===== src/rtl/clk_gate_map.vh =====
/*
 Register offsets, field positions, masks and reset values of the
 peripheral clock gating block. Assumes 16-bit register data and a
 word-indexed register port.
*/
`ifndef CLK_GATE_MAP_VH
`define CLK_GATE_MAP_VH

`define ADDR_W               5
`define DATA_W               16
`define OFS_CLK_EN_A         5'h0C
`define OFS_CLK_EN_B         5'h0D
`define OFS_STOP_KEEP_A      5'h0E
`define OFS_STOP_KEEP_B      5'h0F
`define OFS_WRITE_PROTECT    5'h12

`define MASK_A               16'hF455
`define MASK_B               16'h700F
`define RESET_REG            16'h0000
`define RESET_PROT           2'b00

`define BIT_CMP_B            15
`define BIT_CMP_A            14
`define BIT_DAC_ONE          13
`define BIT_DAC_ZERO         12
`define BIT_ADC              10
`define BIT_I2C              6
`define BIT_ASYNC_SERIAL     4
`define BIT_SPI_PORT         2
`define BIT_PWM              0
`define BIT_TIMER2           14
`define BIT_TIMER1           13
`define BIT_TIMER0           12
`define BIT_TIMER_CH3        3
`define BIT_TIMER_CH0        0
`define PROT_LSB             2
`define PROT_MSB             3

`endif


===== src/rtl/periph_clock_gating.v =====
/*
 Peripheral clock gating: clock-enable and stop-keep registers, write
 protection and per-peripheral gated clocks with stop-mode control.
 Assumes stop_req is a level from the same clock domain and that the
 register master follows the one-cycle strobe port.
*/
// Operation
// Gated-off peripheral is in stop mode
// Access to gated peripheral has no effect
// Stop gates enabled clock unless keep set
// Keep bit runs clock only while enabled
// Bits 15,14 gate comparators B and A
// Bits 13,12 gate both converters
// Bit 10 gates the ADC clock
// Bit 6 gates I2C bus clock
// Bits 4,2 gate serial and SPI
// Bit 0 gates the PWM clock
// Second register bits 14..12 gate interval timers
// Second register bits 3..0 gate timer channels
// Software writes zeros to reserved bits
// Keep-A bits match enable-A positions
// Kept peripherals may wake system with interrupt
// All enable and keep bits reset to zero
// Software disables peripheral before gating it
// Keep-B bits match enable-B, need enable
// Two-bit protect field with reset-only lock
// Leaving stop follows enables, glitch-free
`include "clk_gate_map.vh"

module periph_clock_gating
(
   input  wire        clk,
   input  wire        rst_n,
   input  wire [4:0]  addr,
   input  wire [15:0] wdata,
   input  wire        wr,
   input  wire        rd,
   output reg  [15:0] rdata,
   input  wire        stop_req,
   input  wire [15:0] periph_irq,
   output wire        wake_irq,
   output wire        run_mode,
   output wire [15:0] periph_run_a,
   output wire [15:0] periph_run_b,
   output wire [15:0] periph_access_a,
   output wire [15:0] periph_access_b,
   output wire [15:0] gclk_a,
   output wire [15:0] gclk_b
);
   localparam [1:0] ST_RUN  = 2'b01;
   localparam [1:0] ST_STOP = 2'b10;

   wire [15:0] en_a_q;
   wire [15:0] en_b_q;
   wire [15:0] keep_a_q;
   wire [15:0] keep_b_q;
   reg  [1:0]  prot_q;
   reg         prot_lock_q;
   reg  [1:0]  state_q;
   reg  [1:0]  state_d;
   reg  [15:0] run_a_q;
   reg  [15:0] run_b_q;
   wire        prot_on;
   wire        stop_now;
   wire [15:0] run_a_d;
   wire [15:0] run_b_d;

   // Enables pass only kept bits in stop, through the keep masks
   function [15:0] run_mask;
      input [15:0] en;
      input [15:0] keep;
      input        stopped;
      begin
         run_mask = stopped ? (en & keep) : en;
      end
   endfunction

   function hit;
      input [4:0] a;
      input [4:0] ofs;
      begin
         hit = (a == ofs);
      end
   endfunction

   assign prot_on = prot_q[0];
   wire   wr_ok   = wr & ~prot_on;

   // Reserved bits are dropped by the masks; software should write zero
   masked_reg #(.MASK(`MASK_A)) u_en_a
   (
      .clk   (clk),
      .rst_n (rst_n),
      .we    (wr_ok & hit(addr, `OFS_CLK_EN_A)),
      .wdata (wdata),
      .q     (en_a_q)
   );

   masked_reg #(.MASK(`MASK_B)) u_en_b
   (
      .clk   (clk),
      .rst_n (rst_n),
      .we    (wr_ok & hit(addr, `OFS_CLK_EN_B)),
      .wdata (wdata),
      .q     (en_b_q)
   );

   masked_reg #(.MASK(`MASK_A)) u_keep_a
   (
      .clk   (clk),
      .rst_n (rst_n),
      .we    (wr_ok & hit(addr, `OFS_STOP_KEEP_A)),
      .wdata (wdata),
      .q     (keep_a_q)
   );

   masked_reg #(.MASK(`MASK_B)) u_keep_b
   (
      .clk   (clk),
      .rst_n (rst_n),
      .we    (wr_ok & hit(addr, `OFS_STOP_KEEP_B)),
      .wdata (wdata),
      .q     (keep_b_q)
   );

   // Lock bit freezes the field until reset
   always @(posedge clk)
   begin
      if (!rst_n)
      begin
         prot_q      <= `RESET_PROT;
         prot_lock_q <= 1'b0;
      end
      else if (wr && hit(addr, `OFS_WRITE_PROTECT) && !prot_lock_q)
      begin
         prot_q      <= wdata[`PROT_MSB:`PROT_LSB];
         prot_lock_q <= wdata[`PROT_MSB];
      end
   end

   // Any unmasked interrupt from a running peripheral ends stop mode
   assign wake_irq = |(periph_irq & (run_a_q | run_b_q));

   always @*
   begin
      state_d = state_q;
      case (state_q)
         ST_RUN:
         begin
            if (stop_req && !wake_irq)
               state_d = ST_STOP;
         end
         ST_STOP:
         begin
            if (wake_irq || !stop_req)
               state_d = ST_RUN;
         end
         default:
            state_d = ST_RUN;
      endcase
   end

   always @(posedge clk)
   begin
      if (!rst_n)
         state_q <= ST_RUN;
      else
         state_q <= state_d;
   end

   assign stop_now = (state_q == ST_STOP);
   assign run_mode = (state_q == ST_RUN);
   assign run_a_d  = run_mask(en_a_q, keep_a_q, stop_now);
   assign run_b_d  = run_mask(en_b_q, keep_b_q, stop_now);

   // Registered enables so gate cells see a clean synchronous level
   always @(posedge clk)
   begin
      if (!rst_n)
      begin
         run_a_q <= `RESET_REG;
         run_b_q <= `RESET_REG;
      end
      else
      begin
         run_a_q <= run_a_d;
         run_b_q <= run_b_d;
      end
   end

   assign periph_run_a    = run_a_q;
   assign periph_run_b    = run_b_q;
   // Peripheral bus select is blocked while its clock is off
   assign periph_access_a = run_a_q;
   assign periph_access_b = run_b_q;

   genvar i;
   generate
      for (i = 0; i < 16; i = i + 1)
      begin : g_gate
         gate_cell u_ga
         (
            .clk  (clk),
            .en   (run_a_q[i]),
            .gclk (gclk_a[i])
         );
         gate_cell u_gb
         (
            .clk  (clk),
            .en   (run_b_q[i]),
            .gclk (gclk_b[i])
         );
      end
   endgenerate

   // Unmapped addresses read zero
   always @(posedge clk)
   begin
      if (!rst_n)
         rdata <= 16'h0000;
      else if (rd)
      begin
         case (addr)
            `OFS_CLK_EN_A:      rdata <= en_a_q;
            `OFS_CLK_EN_B:      rdata <= en_b_q;
            `OFS_STOP_KEEP_A:   rdata <= keep_a_q;
            `OFS_STOP_KEEP_B:   rdata <= keep_b_q;
            `OFS_WRITE_PROTECT: rdata <= {12'h000, prot_q, 2'b00};
            default:            rdata <= 16'h0000;
         endcase
      end
      else
         rdata <= 16'h0000;
   end
endmodule


===== src/rtl/gate_cell.v =====
/*
 Glitch-free clock gate for one peripheral: enable captured on the falling
 edge, ANDed with the clock. Assumes enable is synchronous to clk.
*/
module gate_cell
(
   input  wire clk,
   input  wire en,
   output wire gclk
);
   reg en_lat;

   // Enable changes only while clk is low, so no gated pulse is cut short
   always @(negedge clk)
   begin
      en_lat <= en;
   end

   assign gclk = clk & en_lat;
endmodule


===== src/rtl/masked_reg.v =====
/*
 One 16-bit control register with a fixed writable-bit mask. Reserved
 bits hold zero. Assumes write enable already qualified by protection.
*/
`include "clk_gate_map.vh"

module masked_reg
#(
   parameter [15:0] MASK = 16'hFFFF
)
(
   input  wire        clk,
   input  wire        rst_n,
   input  wire        we,
   input  wire [15:0] wdata,
   output reg  [15:0] q
);
   always @(posedge clk)
   begin
      if (!rst_n)
         q <= `RESET_REG;
      else if (we)
         q <= wdata & MASK;
   end
endmodule


===== config.mk =====
export PLATFORM = sky130hd
export DESIGN_NAME = periph_clock_gating
export DESIGN_NICKNAME = d
export VERILOG_FILES = /design/src/rtl/periph_clock_gating.v /design/src/rtl/gate_cell.v /design/src/rtl/masked_reg.v
export VERILOG_INCLUDE_DIRS = /design/src /design/src/rtl
export SDC_FILE = /design/constraint.sdc
export NUM_CORES = 1
export LEC_CHECK = 0
export BUFFER_PORTS_ARGS = -buffer_cell sky130_fd_sc_hd__buf_4
export CORE_ASPECT_RATIO = 0.7
export CORE_MARGIN = 2
export CORE_UTILIZATION = 47
export CTS_BUF_LIST = sky130_fd_sc_hd__clkbuf_16
export DETAILED_ROUTE_END_ITERATION = 6
export GPL_ROUTABILITY_DRIVEN = 0
export PLACE_DENSITY = 0.78
export SETUP_SLACK_MARGIN = 0.02
export SYNTH_ARGS = -nofsm -noshare
export SYNTH_HDL_FRONTEND = slang
export SYNTH_HIERARCHICAL = 1
export SYNTH_SLANG_ARGS = --single-unit
export TNS_END_PERCENT = 50

===== constraint.sdc =====
create_clock -name clk -period 1.3 [get_ports clk]
set_input_delay 0.195 -clock clk [delete_from_list [all_inputs] [get_ports clk]]
set_output_delay 0.195 -clock clk [all_outputs]
set_load 0.01 [all_outputs]

Yosys cells after proc, flatten, opt, wreduce, memory -nomap -nowiden
Cells that the tools add are included.

Input bits: 42. Flip-flop bits (word level): 117. Output and inout port bits: 114. Word-level logic and storage cells: 112.

Equal/unequal tests: 9. Muxes and demuxes: 6. Bitwise gates (word level): 42. Reductions and logical operators: 11.

Operator list (count): 16-bit case mux with 5 select lines (1); 1-bit bitwise AND (37); 16-bit bitwise AND (2); 5-bit by 4-bit == test with 1-bit output (second input constant) (4); 16-bit 2-to-1 mux (1); 16-bit OR (1); 16-bit OR reduction (1); 15-bit bitwise AND (1); 15-bit 2-to-1 mux (1); 2-bit AND reduction (3); 5-bit == test (second input constant) (1); 2-bit 2-to-1 mux (2); 2-bit by 1-bit != test with 1-bit output (second input constant) (2); 2-bit case mux with 2 select lines (1); 1-bit logical AND (3); 1-bit zero test (3); 2-bit by 1-bit == test with 1-bit output (second input constant) (1); 2-bit == test (second input constant) (1); 1-bit logical OR (1); 1-bit NOT (1).

Depth between registers and ports, before layout
Word-level depth: 7. Gate-level depth with buffers: 7. Gate-level depth less buffers: 6.

Cells and area by module
The synthesis kept the hierarchy.

Modules (own cells, without submodules): periph_clock_gating (area an instance 2459.9 µm², cells an instance 208, seq. area each 1041.0 µm², instances 1); gate_cell (area an instance 30.0 µm², cells an instance 3, seq. area each 20.0 µm², instances 32); masked_reg at u_en_a ... (area an instance 394.1 µm², cells an instance 36, seq. area each 180.2 µm², instances 2); masked_reg at u_en_b ... (area an instance 336.6 µm², cells an instance 32, seq. area each 140.1 µm², instances 2).

==> qor.csv <==
metric;value;unit
sequential cell area;2374;um2
fin nets;682;
shortest period the worst path allows;2.009;ns
largest area contributor in the netlist;dfxtp_1;
area of the multi-input gates;2052;um2
Post-Syn Instances;440;
Core Area;10240;um2
largest net degree at the start of global routing;37;
failing checks;setup timing;
number of global-route vias before repair;4150;
Post-DRT Antenna Nets;0;
CTS tree;done;
Hold Crit Start;addr[2];
CP Data Arrival Time;1.81;ns
Reg clk slew, reported paths;0.06;ns
startpoint types;register;
Post-synth EDFFs;0;
most common cell after layout, fill and taps aside;buf_6;
worst hold endpoint;prot_q[0]$_SDFFE_PN0P_;
post-synth top area share;47.57;%
Top Ports;156;
CP Data Required Time;1.11;ns
DIE WIDTH;125.8;um
final wirelength;13390;um
register area share after synthesis;47.57;%
DIE AREA;11230;um2
Sw Ratio;25.78;%
final routed DRC violation total;0;
reg2reg start;prot_q[0]$_SDFFE_PN0P_;
Comb power frac;5.7;%
mapped cell area;4882;um2
Setup CP Type;register to output pin;
Power Dens Cells;1603;nW/um2
setup repair after global routing missed its margin;true;
Starting Density;47.68;%
initial antenna violation count;1;
routed via count;3877;
largest fanout on the critical path;3;
routed len/inst;17.03;um
WHS Path Cells;5;
Synth area leaders;dfxtp_1 48%, buf_4 10%, mux2i_1 6.8%;
clock latency on the worst-skew pair;0.57;ns
Worst Reg2Reg Path Length in Cells;5;
row cnt;31;
outcome;finished with violations;
Via density;4.933;
Critical Path End Type;output pin;
Yosys reg bits;116;
FF-to-FF End;u_en_a/q[10]$_SDFFE_PN0P_;
Mean Syn Cell Area;11.10;um2
most frequent cells in the layout;123 x buf_6, 83 x buf_4, 75 x dfxtp_1;
total gr overflow;0;
Peak supply drop;996.7;uV
ys flop type;dfxtp_1;
DP HPWL;7607;um
Die Ht;89.27;um
Setup TNS;-22.95;ns
internal power;9.297;mW
Final Hold Vio Count;0;
IO buf count;150;
initial DRC count;135;
layout cells sized above 1;52.83;%
Finished Cell Area;7812;um2
Syn-to-layout area delta;60.02;%
DRT Pass-1 Iters;4;
fmax;497.8;MHz
net switching power;3.229;mW
Period Utilization, post-route;154.5;%
Setup Skew;0.05278;ns
Post-synth ARST share;0;%
first-pass GRT wire length;19300;um
Max Cap Viol;0;
GRT Util Overall;22.99;%
Layout fillers;632;
reg-to-reg slack, setup;-0.13;ns
synth unique cells;29;
Clk pwr share;64.9;%
setup violators final;99;
final setup margin;-0.7090;ns
Leakage;3.731;nW
max-slew violation count;0;
dpl cell area;6100;um2
Hold WC Path Type;input pin to register;
warnings from Yosys;6;
Sequential Power Share;29.4;%
-- power by group through the flow --
stage	registers [mW]	clock network [mW]	logic, mW
floorplan	3.75	0.495	0.350
global placement	3.73	0.693	0.565
detailed placement	3.73	0.693	0.575
CTS	3.67	8.20	0.652
global route	3.68	8.61	0.756
finish	3.68	8.13	0.712
-- worst max path at each step --
stage	start	endpoint	slack, ns	depth (start not counted)
6_report	periph_access_a[1]$_SDFF_PN0_	wake_irq	-0.71	6
4_1_cts	periph_access_a[2]$_SDFF_PN0_	wake_irq	-0.71	6
3_5_place_dp	periph_access_b[2]$_SDFF_PN0_	wake_irq	-0.32	6
5_1_grt	periph_access_b[15]$_SDFF_PN0_	wake_irq	-0.80	6
2_1_floorplan	g_gate[0].u_ga/en_lat$_DFF_N_	gclk_a[0]	0.03	1
3_3_place_gp	periph_access_b[2]$_SDFF_PN0_	wake_irq	-0.40	6
-- critical path, cell delays in order (launching register included) --
cell and delay [ns]:
dfxtp_2 0.33, o21ai_2 0.19, nand4_1 0.18, nor4_2 0.29, buf_4 0.17, inv_2 0.03
buf_6 0.11
-- per-stage QoR --
step | utilization, % | hold slack (ns) | cells | power (mW) | setup WS, ns
6_report | 76.30 | 0.1348 | 786 | 12.53 | -0.7090
2_1_floorplan | - | 0.2901 | 468 | 4.593 | 0.02660
3_5_place_dp | 59.57 | 0.4014 | 724 | 4.998 | -0.3182
5_1_grt | 76.30 | 0.1355 | 786 | 13.05 | -0.8047
4_1_cts | 73.72 | 0.1167 | 784 | 12.52 | -0.7131
3_3_place_gp | 59.57 | 0.4014 | 724 | 4.984 | -0.4032
-- kinds of logic (layout without fill, tap and decap cells) --
logic type | count (synthesis) | after routing | synth area share (%)
AOI/OAI and AO/OA | 53 | 53 | 9.047
buffers and inverters | 115 | 300 | 15.02
DFF | 116 | 116 | 47.57
muxes | 49 | 49 | 14.68
other | 4 | 33 | 0.3074
and+or+nand+nor | 103 | 103 | 13.38
-- metal layers --
metal	part of all wire (%)	vias up	global-route usage [%]	routed length, um
li1	-	1806	-	-
met1	37	1842	22.30	4888
met2	51	178	37.99	6852
met3	8.7	51	12.87	1167
met4	3.6	0	16.68	478
met5	0	-	0	0
-- state kept, by name, summed over array words and instances, names as in the netlist, 7 cells and up --
name,flops
periph_access_b,16
u_en_b/q,7
g_gate.u_ga/en_lat,16
rdata,16
u_keep_b/q,7
periph_access_a,16
u_en_a/q,9
g_gate.u_gb/en_lat,16
u_keep_a/q,9
-- cells in the mapped netlist (all sizes together), types with 4 or more instances --
cell type / count
conb: 4
mux4: 16
nand2: 4
clkbuf: 6
dfxtp: 116
buf: 74
nor2b: 49
o211a: 32
and2: 32
mux2i: 33
nor2: 4
o21ai: 16
nand4: 4
inv: 35
-- layout make-up --
type | instances | area share, %
clock buffer | 63 | 14.54
sequential | 116 | 30.38
inverter | 3 | 0.1441
multi-input combinational | 237 | 26.27
tap | 132 | 2.114
timing repair buffer | 189 | 23.14
clock inverter | 45 | 3.379
antenna | 1 | 0.03203
-- what timing repair did --
action | in CTS | in global routing
gates resized for setup | 126 | 88
endpoints found under the setup margin | 160 | 164
setup buffers | 2 | 1
pin swaps | 5 | 5
hold buffers | 14 | 0
endpoints found under the hold margin | 34 | 0
No activity file was read; power rests on OpenSTA's default activity.
